$ cat src/buck_seq_defs.svh
// Register offsets, field positions and timing counts for the buck start-up sequencer.
`ifndef BUCK_SEQ_DEFS_SVH
`define BUCK_SEQ_DEFS_SVH

// ----------------------------------------------------------------------
// Register map, byte addresses on the AXI4-Lite bus.
// ----------------------------------------------------------------------
`define REG_CTRL 8'h00
`define REG_STATUS 8'h04
`define REG_SSLVL 8'h08
`define REG_FLAGS 8'h0C
`define CTRL_SOFT_OFF 0
`define FLAG_OC 0
`define FLAG_HOT 1
`define RESP_OKAY 2'h0
`define RESP_SLVERR 2'h2

// ----------------------------------------------------------------------
// Soft-start level codes, one code per switching cycle of ramp.
// ----------------------------------------------------------------------
`define SS_MAX_CODE 9'h12C
`define PG_SS_CODE 9'h0D2

// ----------------------------------------------------------------------
// Counts in switching cycles; blanking time in nanoseconds, rounded up to clock cycles.
// ----------------------------------------------------------------------
`define HICCUP_CYC 13'h1000
`define PG_DELAY_CYC 9'h100
`define STEP0_LEN 6'h20
`define STEP1_LEN 6'h10
`define STEP2_LEN 6'h08
`define CLK_PERIOD_NS 8
`define BLANK_NS 160
`define BLANK_CYC ((`BLANK_NS + `CLK_PERIOD_NS - 1) / `CLK_PERIOD_NS)

`endif

$ cat src/buck_seq_pkg.sv
// Types shared by the sequencer and its register slave.
package buck_seq_pkg;

  // Sequencer states.
  typedef enum logic [2:0] {ST_OFF, ST_RUN, ST_HICCUP, ST_HOT, ST_HELD} seq_state_e;

  // Whole state of the sequencer.
  typedef struct packed {
    seq_state_e state;
    logic [8:0] ss;
    logic [1:0] step;
    logic [5:0] step_cnt;
    logic first_hs;
    logic [12:0] hic_cnt;
    logic [8:0] pg_cnt;
    logic pg_ok;
    logic oc;
    logic [4:0] blank_cnt;
    logic tracked;
    logic soft_off;
    logic ev_oc;
    logic ev_hot;
  } seq_s;

  // Whole state of the AXI4-Lite slave.
  typedef struct packed {
    logic aw_got;
    logic [7:0] awaddr;
    logic w_got;
    logic [31:0] wdata;
    logic [3:0] wstrb;
    logic bvalid;
    logic [1:0] bresp;
    logic rvalid;
    logic [31:0] rdata;
    logic [1:0] rresp;
  } axil_s;

endpackage

$ cat src/reg_port_if.sv
// Register access port between the bus slave and the sequencer.
`timescale 1ns/1ps
interface reg_port_if;
  logic wr_en;
  logic [7:0] wr_addr;
  logic [31:0] wr_data;
  logic [3:0] wr_strb;
  logic wr_err;
  logic [7:0] rd_addr;
  logic [31:0] rd_data;
  logic rd_err;
  modport bus (output wr_en, wr_addr, wr_data, wr_strb, rd_addr,
               input wr_err, rd_data, rd_err);
  modport regs (input wr_en, wr_addr, wr_data, wr_strb, rd_addr,
                output wr_err, rd_data, rd_err);
endinterface

$ cat src/axil_regs.sv
// AXI4-Lite slave front end that turns bus traffic into register accesses.
`timescale 1ns/1ps
`include "buck_seq_defs.svh"
module axil_regs (
  // Clock and reset.
  input wire logic aclk,
  input wire logic aresetn,
  // AXI4-Lite slave.
  input wire logic [31:0] awaddr,
  input wire logic awvalid,
  output logic awready,
  input wire logic [31:0] wdata,
  input wire logic [3:0] wstrb,
  input wire logic wvalid,
  output logic wready,
  output logic [1:0] bresp,
  output logic bvalid,
  input wire logic bready,
  input wire logic [31:0] araddr,
  input wire logic arvalid,
  output logic arready,
  output logic [31:0] rdata,
  output logic [1:0] rresp,
  output logic rvalid,
  input wire logic rready,
  // Register side.
  reg_port_if.bus rif
);

  buck_seq_pkg::axil_s st_r;
  buck_seq_pkg::axil_s st_nxt;

  // Address and data are parked independently so either may come first.
  assign awready = !st_r.aw_got && !st_r.bvalid;
  assign wready = !st_r.w_got && !st_r.bvalid;
  assign arready = !st_r.rvalid;
  assign bvalid = st_r.bvalid;
  assign bresp = st_r.bresp;
  assign rvalid = st_r.rvalid;
  assign rdata = st_r.rdata;
  assign rresp = st_r.rresp;
  assign rif.wr_en = st_r.aw_got && st_r.w_got && !st_r.bvalid;
  assign rif.wr_addr = st_r.awaddr;
  assign rif.wr_data = st_r.wdata;
  assign rif.wr_strb = st_r.wstrb;
  assign rif.rd_addr = araddr[7:0];

  // Next state of both channels; the write is committed with its response.
  always_comb begin
    st_nxt = st_r;
    if (awvalid && awready) begin
      st_nxt.aw_got = 1'b1;
      st_nxt.awaddr = awaddr[7:0];
    end
    if (wvalid && wready) begin
      st_nxt.w_got = 1'b1;
      st_nxt.wdata = wdata;
      st_nxt.wstrb = wstrb;
    end
    if (rif.wr_en) begin
      st_nxt.aw_got = 1'b0;
      st_nxt.w_got = 1'b0;
      st_nxt.bvalid = 1'b1;
      st_nxt.bresp = rif.wr_err ? `RESP_SLVERR : `RESP_OKAY;
    end
    if (st_r.bvalid && bready) begin
      st_nxt.bvalid = 1'b0;
    end
    if (arvalid && arready) begin
      st_nxt.rvalid = 1'b1;
      st_nxt.rdata = rif.rd_data;
      st_nxt.rresp = rif.rd_err ? `RESP_SLVERR : `RESP_OKAY;
    end
    if (st_r.rvalid && rready) begin
      st_nxt.rvalid = 1'b0;
    end
  end

  // State register.
  always_ff @(posedge aclk) begin
    if (!aresetn) begin
      st_r <= '0;
    end else begin
      st_r <= st_nxt;
    end
  end

endmodule // axil_regs

$ cat src/buck_seq.sv
// Start-up, protection and power-good sequencer of a synchronous buck regulator.
// Functional notes
// - Low-side stays off until first high-side pulse.
// - Low-side duty steps 25, 50, 75, 100 percent.
// - Fixed pulse counts per step: 32, 16, 8.
// - Soft-start needs enable, bias and supply valid.
// - Soft-start level ramps linearly to ceiling.
// - Overcurrent watched during the whole ramp.
// - Enable low tristates both gate drivers.
// - Held soft-start stops output; release restarts.
// - Overcurrent when sense below ground, low-side on.
// - Overcurrent latches flag and starts hiccup.
// - Hiccup grounds soft-start for 4096 cycles.
// - Hiccup repeats while the overload persists.
// - Overcurrent sampled 160 ns after low-side rise.
// - Over-temperature turns switches off, discharges soft-start.
// - Restart once temperature falls by hysteresis.
// - Tracking input governs until above threshold.
// - Regulation only inside feedback window.
// - Power-good is open drain, released high.
// - Non-tracking power-good needs soft-start above threshold.
// - Power-good rises 256 cycles after window entry.
// - Lockout on bias or enable keeps gates off.
`timescale 1ns/1ps
`include "buck_seq_defs.svh"
module buck_seq #(
  parameter logic [12:0] HICCUP_CYC = `HICCUP_CYC,
  parameter logic [8:0] PG_DELAY_CYC = `PG_DELAY_CYC,
  parameter logic [8:0] SS_MAX_CODE = `SS_MAX_CODE,
  parameter logic [8:0] PG_SS_CODE = `PG_SS_CODE
) (
  // Clock and reset.
  input wire logic aclk,
  input wire logic aresetn,
  // Comparator results.
  input wire logic enable_ok,
  input wire logic bias_ok,
  input wire logic supply_valid,
  input wire logic ss_held,
  input wire logic over_temp,
  input wire logic limit_sense_neg,
  input wire logic fb_in_window,
  input wire logic tracking_mode,
  input wire logic track_above,
  // Switching-cycle timing.
  input wire logic sw_tick,
  input wire logic hs_pulse,
  input wire logic ls_gate,
  // Gate and soft-start control.
  output logic hs_gate_en,
  output logic ls_gate_en,
  output logic gates_hiz,
  output logic [1:0] ls_duty_step,
  output logic [8:0] ss_level,
  output logic ss_discharge,
  output logic ref_internal,
  output logic oc_latched,
  // Open-drain power-good pin.
  input wire logic output_in_window_i,
  output logic output_in_window_o,
  output logic output_in_window_oe,
  // AXI4-Lite slave.
  input wire logic [31:0] awaddr,
  input wire logic awvalid,
  output logic awready,
  input wire logic [31:0] wdata,
  input wire logic [3:0] wstrb,
  input wire logic wvalid,
  output logic wready,
  output logic [1:0] bresp,
  output logic bvalid,
  input wire logic bready,
  input wire logic [31:0] araddr,
  input wire logic arvalid,
  output logic arready,
  output logic [31:0] rdata,
  output logic [1:0] rresp,
  output logic rvalid,
  input wire logic rready
);

  // ----------------------------------------------------------------------
  // Helpers
  // ----------------------------------------------------------------------

  // Pulses issued at each low-side duty step before moving on.
  function automatic logic [5:0] step_len(input logic [1:0] step);
    unique case (step)
      2'h0: step_len = `STEP0_LEN;
      2'h1: step_len = `STEP1_LEN;
      default: step_len = `STEP2_LEN;
    endcase
  endfunction

  // Only the control and flag registers accept writes; status is read only.
  function automatic logic is_mapped(input logic [7:0] addr, input logic wr);
    is_mapped = (addr == `REG_CTRL) || (addr == `REG_FLAGS) ||
                (!wr && ((addr == `REG_STATUS) || (addr == `REG_SSLVL)));
  endfunction

  // Restart into a state with every start-up counter cleared.
  function automatic buck_seq_pkg::seq_s restart(input buck_seq_pkg::seq_s s,
                                                 input buck_seq_pkg::seq_state_e st);
    restart = s;
    restart.state = st;
    restart.ss = '0;
    restart.step = '0;
    restart.step_cnt = '0;
    restart.first_hs = 1'b0;
    restart.hic_cnt = '0;
    restart.pg_cnt = '0;
    restart.pg_ok = 1'b0;
    restart.tracked = 1'b0;
  endfunction

  // ----------------------------------------------------------------------
  // Register front end
  // ----------------------------------------------------------------------

  reg_port_if rif ();

  axil_regs u_axil (
    .aclk(aclk),
    .aresetn(aresetn),
    .awaddr(awaddr),
    .awvalid(awvalid),
    .awready(awready),
    .wdata(wdata),
    .wstrb(wstrb),
    .wvalid(wvalid),
    .wready(wready),
    .bresp(bresp),
    .bvalid(bvalid),
    .bready(bready),
    .araddr(araddr),
    .arvalid(arvalid),
    .arready(arready),
    .rdata(rdata),
    .rresp(rresp),
    .rvalid(rvalid),
    .rready(rready),
    .rif(rif)
  );

  // ----------------------------------------------------------------------
  // State
  // ----------------------------------------------------------------------

  buck_seq_pkg::seq_s st_r;
  buck_seq_pkg::seq_s st_nxt;
  logic por;
  logic blank_done;
  logic in_reg;

  // Power-on ready needs every supply comparator plus software permission.
  assign por = enable_ok && bias_ok && supply_valid && !st_r.soft_off;
  // Switching noise right after the low-side edge is not sampled.
  assign blank_done = (st_r.blank_cnt == 5'(`BLANK_CYC));
  // The output counts as regulated only inside the feedback window.
  assign in_reg = fb_in_window;

  // Register reads and write error decode.
  always_comb begin
    rif.rd_data = 32'h0000_0000;
    rif.rd_err = !is_mapped(rif.rd_addr, 1'b0);
    rif.wr_err = !is_mapped(rif.wr_addr, 1'b1);
    unique case (rif.rd_addr)
      `REG_CTRL: rif.rd_data = {31'h0000_0000, st_r.soft_off};
      `REG_STATUS: rif.rd_data = {22'h00_0000, ref_internal, st_r.first_hs,
                                  st_r.step, output_in_window_i, st_r.pg_ok, st_r.oc, st_r.state};
      `REG_SSLVL: rif.rd_data = {23'h00_0000, st_r.ss};
      `REG_FLAGS: rif.rd_data = {30'h0000_0000, st_r.ev_hot, st_r.ev_oc};
      default: rif.rd_data = 32'h0000_0000;
    endcase
  end

  // Next state. Software clears are applied first so a same-cycle event wins.
  always_comb begin
    st_nxt = st_r;
    if (!ls_gate) begin
      st_nxt.blank_cnt = '0;
    end else if (!blank_done) begin
      st_nxt.blank_cnt = st_r.blank_cnt + 5'h01;
    end
    if (rif.wr_en && rif.wr_strb[0]) begin
      if (rif.wr_addr == `REG_CTRL) begin
        st_nxt.soft_off = rif.wr_data[`CTRL_SOFT_OFF];
      end
      if (rif.wr_addr == `REG_FLAGS) begin
        st_nxt.ev_oc = st_r.ev_oc && !rif.wr_data[`FLAG_OC];
        st_nxt.ev_hot = st_r.ev_hot && !rif.wr_data[`FLAG_HOT];
      end
    end
    if (!por) begin
      // Lockout or enable removal drops everything back to the off state.
      st_nxt = restart(st_nxt, buck_seq_pkg::ST_OFF);
      st_nxt.oc = 1'b0;
    end else if (over_temp) begin
      // Thermal trip discharges soft-start; comparator hysteresis sets restart.
      st_nxt = restart(st_nxt, buck_seq_pkg::ST_HOT);
      st_nxt.oc = 1'b0;
      st_nxt.ev_hot = 1'b1;
    end else if (ss_held && st_r.state != buck_seq_pkg::ST_HICCUP) begin
      // An outside pull on the soft-start node parks the converter.
      st_nxt = restart(st_nxt, buck_seq_pkg::ST_HELD);
    end else begin
      unique case (st_r.state)
        buck_seq_pkg::ST_OFF, buck_seq_pkg::ST_HOT, buck_seq_pkg::ST_HELD: begin
          // Release of any stop condition starts a fresh soft-start cycle.
          st_nxt = restart(st_nxt, buck_seq_pkg::ST_RUN);
        end
        buck_seq_pkg::ST_RUN: begin
          if (sw_tick && st_r.ss < SS_MAX_CODE) begin
            st_nxt.ss = st_r.ss + 9'h001;
          end
          if (hs_pulse) begin
            st_nxt.first_hs = 1'b1;
          end
          if (sw_tick && st_r.first_hs && st_r.step != 2'h3) begin
            if (st_r.step_cnt == step_len(st_r.step) - 6'h01) begin
              st_nxt.step = st_r.step + 2'h1;
              st_nxt.step_cnt = '0;
            end else begin
              st_nxt.step_cnt = st_r.step_cnt + 6'h01;
            end
          end
          if (tracking_mode && track_above) begin
            st_nxt.tracked = 1'b1;
          end
          // Window dwell counts switching cycles; leaving it restarts the wait.
          if (in_reg && (tracking_mode || st_r.ss >= PG_SS_CODE)) begin
            if (sw_tick && !st_r.pg_ok) begin
              if (st_r.pg_cnt == PG_DELAY_CYC - 9'h001) begin
                st_nxt.pg_ok = 1'b1;
              end else begin
                st_nxt.pg_cnt = st_r.pg_cnt + 9'h001;
              end
            end
          end else begin
            st_nxt.pg_cnt = '0;
            st_nxt.pg_ok = 1'b0;
          end
          // Detection runs for the whole ramp, not only in steady state.
          if (st_r.first_hs && ls_gate && blank_done && limit_sense_neg) begin
            st_nxt = restart(st_nxt, buck_seq_pkg::ST_HICCUP);
            st_nxt.oc = 1'b1;
            st_nxt.ev_oc = 1'b1;
          end
        end
        buck_seq_pkg::ST_HICCUP: begin
          // Soft-start stays grounded while switching cycles are counted.
          if (sw_tick) begin
            if (st_r.hic_cnt == HICCUP_CYC - 13'h0001) begin
              st_nxt = restart(st_nxt, buck_seq_pkg::ST_RUN);
              st_nxt.oc = 1'b0;
            end else begin
              st_nxt.hic_cnt = st_r.hic_cnt + 13'h0001;
            end
          end
        end
      endcase
    end
  end

  // State register.
  always_ff @(posedge aclk) begin
    if (!aresetn) begin
      st_r <= '0;
    end else begin
      st_r <= st_nxt;
    end
  end

  // ----------------------------------------------------------------------
  // Outputs
  // ----------------------------------------------------------------------

  // Gates switch only in run; the low side waits for the first high pulse.
  assign hs_gate_en = (st_r.state == buck_seq_pkg::ST_RUN);
  assign ls_gate_en = hs_gate_en && st_r.first_hs;
  assign gates_hiz = (st_r.state == buck_seq_pkg::ST_OFF);
  assign ls_duty_step = st_r.step;
  assign ss_level = st_r.ss;
  assign ss_discharge = (st_r.state != buck_seq_pkg::ST_RUN);
  assign ref_internal = !tracking_mode || st_r.tracked;
  assign oc_latched = st_r.oc;
  // The pin is only ever pulled low; an outside pull-up makes the high.
  assign output_in_window_o = 1'b0;
  assign output_in_window_oe = !st_r.pg_ok;
endmodule // buck_seq

$ cat config.mk
export PLATFORM = sky130hd
export DESIGN_NAME = buck_seq
export DESIGN_NICKNAME = d
export VERILOG_FILES = /design/src/buck_seq_pkg.sv /design/src/reg_port_if.sv /design/src/axil_regs.sv /design/src/buck_seq.sv
export VERILOG_INCLUDE_DIRS = /design/src
export SDC_FILE = /design/constraint.sdc
export NUM_CORES = 1
export LEC_CHECK = 0
export BUFFER_PORTS_ARGS = -buffer_cell sky130_fd_sc_hd__buf_2
export CORE_UTILIZATION = 44
export CTS_CLUSTER_SIZE = 14
export DETAILED_ROUTE_END_ITERATION = 10
export PLACE_DENSITY = 0.77
export SLEW_MARGIN = 30
export SYNTH_ARGS = -nofsm -noshare
export SYNTH_HDL_FRONTEND = slang
export SYNTH_SLANG_ARGS = --single-unit
export TNS_END_PERCENT = 50
$ cat constraint.sdc
create_clock -name aclk -period 2.7 [get_ports aclk]
set_clock_uncertainty 0.1 [all_clocks]
set_input_delay 0.135 -clock aclk [delete_from_list [all_inputs] [get_ports aclk]]
set_output_delay 0.135 -clock aclk [all_outputs]
set_load 0.03 [all_outputs]
======== After elaboration in Yosys (flattened, before gate mapping) ========
Index checks and enable logic that the tools add are counted.
storage, ports and cells
  bits in registers ....................... 105
  bits in latches ......................... 0
  bits in writable memories ............... 0
  bits in read-only memories .............. 0
  bits of input ports ..................... 120
  output and inout port bits .............. 60
  memories ................................ 0
operators by class
  add/subtract/negate cells ............... 7
  multipliers ............................. 0
  div/mod/pow operators ................... 0
  order comparisons ....................... 2
  equal/unequal tests ..................... 33
  shift operators ......................... 0
  multiplexer cells ....................... 33
  bitwise operators ....................... 4
  reduce and logical (&&, ||, !) cells .... 63
operators with widths
  operator               number
  $mux 54                3
  $pmux 54 s3            1
  $mux 53                1
  $pmux 10 s4            1
  $mux 6                 6
  $mux 9                 3
  $logic_and 1x1->1      26
  $eq 8x4->1 const B     3
  $mux 21                1
  $mux 10                2
  $mux 20                1
  $add 9x1->9 const B    2
  $ne 3x1->1 const B     6
  $reduce_and 3->1       6
  $logic_not 8->1        2
  $add 13x1->13 const B  1
  $eq 13x12->1 const B   1
  $mux 13                1
  $ne 4x2->1 const B     3
  $pmux 6 s2             1
  $reduce_and 4->1       3
  $mux 5                 2
  $eq 9x8->1 const B     1
  $ge 9x8->1 const B     1
  32 further kinds       64

======== Logic depth before layout (Yosys ltp) ========
  depth after elaboration ................. 16
  mapped depth ............................ 11
  mapped depth without buffers ............ 10

======== Cells and area by module ========
From an unflattened synthesis, not the netlist that was laid out.
unflattened totals
  cell total of the unflattened synthesis .. 856
  area, all modules ....................... 6984.2 um^2
modules (own cells, without submodules)
  module     instances  cells each  area an instance (um^2)  sequential area each (um^2)
  axil_regs  1          455         3727.3                   1641.6
  buck_seq   1          401         3256.9                   1081.0

======== Least setup slack after synthesis ========
No wires, ideal clock.
  kind .................................... register to register
  start ................................... reg st_r[11] (netlist name)
  end ..................................... reg st_r[18] (netlist name)
  setup time .............................. 0.091 ns
  arrival ................................. 2.334 ns
  required time ........................... 2.509 ns
  slack ................................... 0.175 ns
  stages on the path, launching flop included .. 11
  clock period less this slack ............ 2.525 ns
  cell sequence ........................... dfxtp_1 -> ha_1 -> nand3_1 -> nor2_1 -> and3_1 -> ha_1 -> or3b_2 -> clkbuf_1 -> nor3_1 -> a41oi_1 -> a311oi_1
between the ends
  word-level cells in the longest chain between the ends .. 6
RTL lines
  item                    line             source
  from (decl)             buck_seq.sv:149  buck_seq_pkg::seq_s st_r;
  from (signal assigned)  buck_seq.sv:270  st_r <= st_nxt;
  $add 9x1->9             buck_seq.sv:236  st_nxt.pg_cnt = st_r.pg_cnt + 9'h001;
  $mux 9                  buck_seq.sv:233  if (st_r.pg_cnt == PG_DELAY_CYC - 9'h001) begin
  $mux 10                 buck_seq.sv:232  if (sw_tick && !st_r.pg_ok) begin
  $mux 10                 buck_seq.sv:231  if (in_reg && (tracking_mode || st_r.ss >= PG_SS_CODE)) begin
  $mux 54                 buck_seq.sv:244  if (st_r.first_hs && ls_gate && blank_done && limit_sense_neg) begin
  $pmux 54 s3             buck_seq.sv:207  unique case (st_r.state)
Parallel ways exist; a longest one is shown, timed or not. The select of a mux whose other input is x is not followed.
A chain may end at the register's enable or synchronous reset.

======== Worst setup path after layout ========
Same ends and word-level chain as after synthesis.

==> reports/metrics.cfg <==
[clocking]
insertion_delay_ns = 0.36
clk_path_buf_depth = 2
cts-root-buf = clkbuf_8
cts_tree = built
clkTransAtPathRegs_ns = 0.09
cts_buffers = 9
htreeDepth = 3
cts_sinks = 81
postCtsSetupBuffers = 0

[timing]
slew_headroom_pct = 52.8
rsz0062_at_grt = no
tightest_slew_ns = 0.704
finalWorstSetupSlack_ns = 0.168
setup_viol = 0
finalCriticalPeriod_ns = 2.53
fin_crit_sh_pct = 93.8
hold_viol = 0
tns_ns = 0
slew_viol_final = 0
whs_ns = 0.00959
fmaxAchievable_mhz = 395

[synthesis]
syn_area_um2 = 4350
synth-seq-cells = 81
ys_async_sr_fraction_pct = 0
yosys-top-cells-area = dfxtp_1 37%, buf_4 8.5%, a21oi_1 5.1%
yosysTopAreaCellShare_pct = 37.3
yosysTopAreaCell = dfxtp_1
ys.flop_type = dfxtp_1
ys_types = 62
ys_seq_area_share_pct = 37.3
netlist_instances = 522
synth_warnings = 0
synth_edf_count = 0
synth_area_per_cell_um2 = 8.33

[power]
powerDensity_nw_per_um2 = 462
vdd_drop_max_mv = 0.286
p_leak_nw = 1.85
p_total_mw = 2.30

[detailed_routing]
vias = 3928
viasPerCell = 5.40
wl_met1_mm = 4.34
drt-total-wl_mm = 10.2
wl_met3_um = 563
ant_nets = 0
dr.pass1.iters = 5
topRoutingLayerUsed = met4
wl_met2_mm = 5.07
avgRoutedWirePerCell_um = 14.1
drt_iter0_drc = 235
drc_errors = 0

[worst_hold_path]
holdCritStartpoint = aresetn
hold_end = u_axil.bresp[1]
min_path_cells = 3
hp-class = input port to register

[run]
max-cap-violations = 0

[place]
gp_congestion = 0.864
portBuffers = 73
post-place-ws_ns = 0.156
hpwl_mm = 7.35

[grt]
grt_max_degree = 27
grt_pass1_vias = 3681
gr-total-overflow = 0
grt_pass1_wl_mm = 16.4
antenna_found_initial = 0
grt_usage_pct = 20.1

[setup_path]
cp_top_family = simple AND/OR/NAND/NOR gates
worstPathRequired_ns = 2.83
critPathLaunch = st_r[11]
path_cells = ha_1 > nand3_1 > nor2_1 > and3_1 > ha_1 > or3b_2 > nor3_2 > buf_4 > nand3_1 > nand2_1 > a311oi_1
critical_path.reg2reg.endpoint = st_r[18]
crit_cells = 11
arrival_ns = 2.66
worstRegToRegCells = 11
worstReg2RegStart = st_r[11]
cp-end-kind = register
slowest_stage = or3b_2
startpoint_type = register
critical_path_buf_inv_count = 1
critPathMaxFanout = 4
r2r_slack_ns = 0.17
crit_type = register to register
slowest_delay_ns = 0.48

[floorplan]
die_x_um = 101
die_height_um = 101
die_area_um2 = 10300
coreArea_um2 = 9420
rows = 35
design.portCount = 180
start_util_pct = 46.2

[finish]
final_cell_mix = 81 x dfxtp_1, 73 x buf_2, 48 x nand2_1, 44 x a21oi_1, 40 x nor2_1
fill_cells = 850
layout.cells.most_common = dfxtp_1
drive_above_1_share_pct = 21.4
postLayoutCoreUtil_pct = 52.9
num_antenna_cells = 0
syn_to_final_growth_pct = 14.6
nets = 723

[outcome]
status = finished clean

## cell families (layout without fill, tap and decap cells)
group                    count (synthesis)  count (layout)  synth area share [%]
buffers and inverters                   82             134                  11.8
multiplexers                             8               8                  2.16
flip-flops                              81              81                  37.3
AND/OR/NAND/NOR                        214             214                  26.2
AO/OA/AOI/OAI                          109             109                  16.2
XOR/XNOR                                17              17                  3.42
adder cells (fa/ha/maj)                 10              10                  2.88
other                                    1              25                0.0862
## cells in the mapped netlist, types with 3 or more instances
master,count
dfxtp_1,81
buf_4,49
nand2_1,48
a21oi_1,44
nor2_1,40
nor3_1,25
nand3_1,22
o21ai_0,15
clkbuf_1,12
inv_1,12
xnor2_1,12
ha_1,10
nor2_2,10
nor4_1,10
or3_1,10
a22oi_1,9
a31oi_1,7
and3_1,6
mux2i_1,6
nand2b_1,6
nand4_1,6
nor3b_1,5
o211ai_1,5
o21a_1,5
xor2_1,5
a211oi_1,4
buf_2,4
nand3b_1,4
and2_1,3
o31a_1,3
or4_1,3
## power breakdown
group / internal, mW / leakage, nW / total (mW) / switching (mW)
Clock: 0.341 / 0.0827 / 0.814 / 0.472
Combinational: 0.0870 / 1.11 / 0.257 / 0.170
Sequential: 1.21 / 0.656 / 1.23 / 0.0156
## flip-flops by register name, indices dropped and copies added (netlist names)
register            cells
u_axil.rvalid           1
u_axil.bresp            1
ls_duty_step            2
u_axil.rif.wr_data      2
u_axil.rif.wr_addr      8
st_r                   42
ss_level                9
u_axil.rif.wr_strb      1
u_axil.bvalid           1
u_axil.rresp            1
u_axil.st_r             2
oc_latched              1
u_axil.rdata           10
## routing by layer
metal  track usage [%]  vias up
li1                  -     1925
met1              22.7     1833
met2              36.3      147
met3              3.66       23
met4              10.4        0
met5                 0        -
## worst max path at each step
stage,slack [ns],end
after floorplan,0.17,st_r[18]
after global routing,0.02,st_r[17]
after CTS,0.12,st_r[18]
final,0.17,st_r[18]
after global placement,0.22,st_r[18]
after detailed placement,0.16,st_r[18]
## metrics by stage
stage | cell area [µm²] | cells
6_report | 4980 | 727
3_3_place_gp | 4590 | 691
5_1_grt | 4980 | 727
2_1_floorplan | 4440 | 546
3_5_place_dp | 4590 | 691
4_1_cts | 4970 | 727
## worst reg2reg max path, stage by stage (launching register included)
cell      delay [ns]
dfxtp_1         0.34
ha_1            0.23
nand3_1         0.14
nor2_1          0.07
and3_1          0.18
ha_1            0.21
or3b_2          0.48
nor3_2          0.25
buf_4           0.16
nand3_1         0.07
nand2_1         0.07
a311oi_1        0.09
## area by class of cell
type                    count  area, µm²  area share, %
multi-input cells         383       2320           46.5
flip-flops and latches     81       1620           32.5
repair buffers            105        656           13.2
well taps                 129        161           3.24
clock buffers               9        124           2.49
clock inverters             7       53.8           1.08
inverters                  13       48.8          0.979
## timing repair
| item | 4_1_cts | 5_1_grt |
|---|---|---|
| setup endpoints to repair | 0 | 1 |
| hold buffers | 20 | 0 |
| hold endpoints to repair | 18 | 0 |
| resized for setup | 0 | 1 |
(Power assumes the default switching activity.)
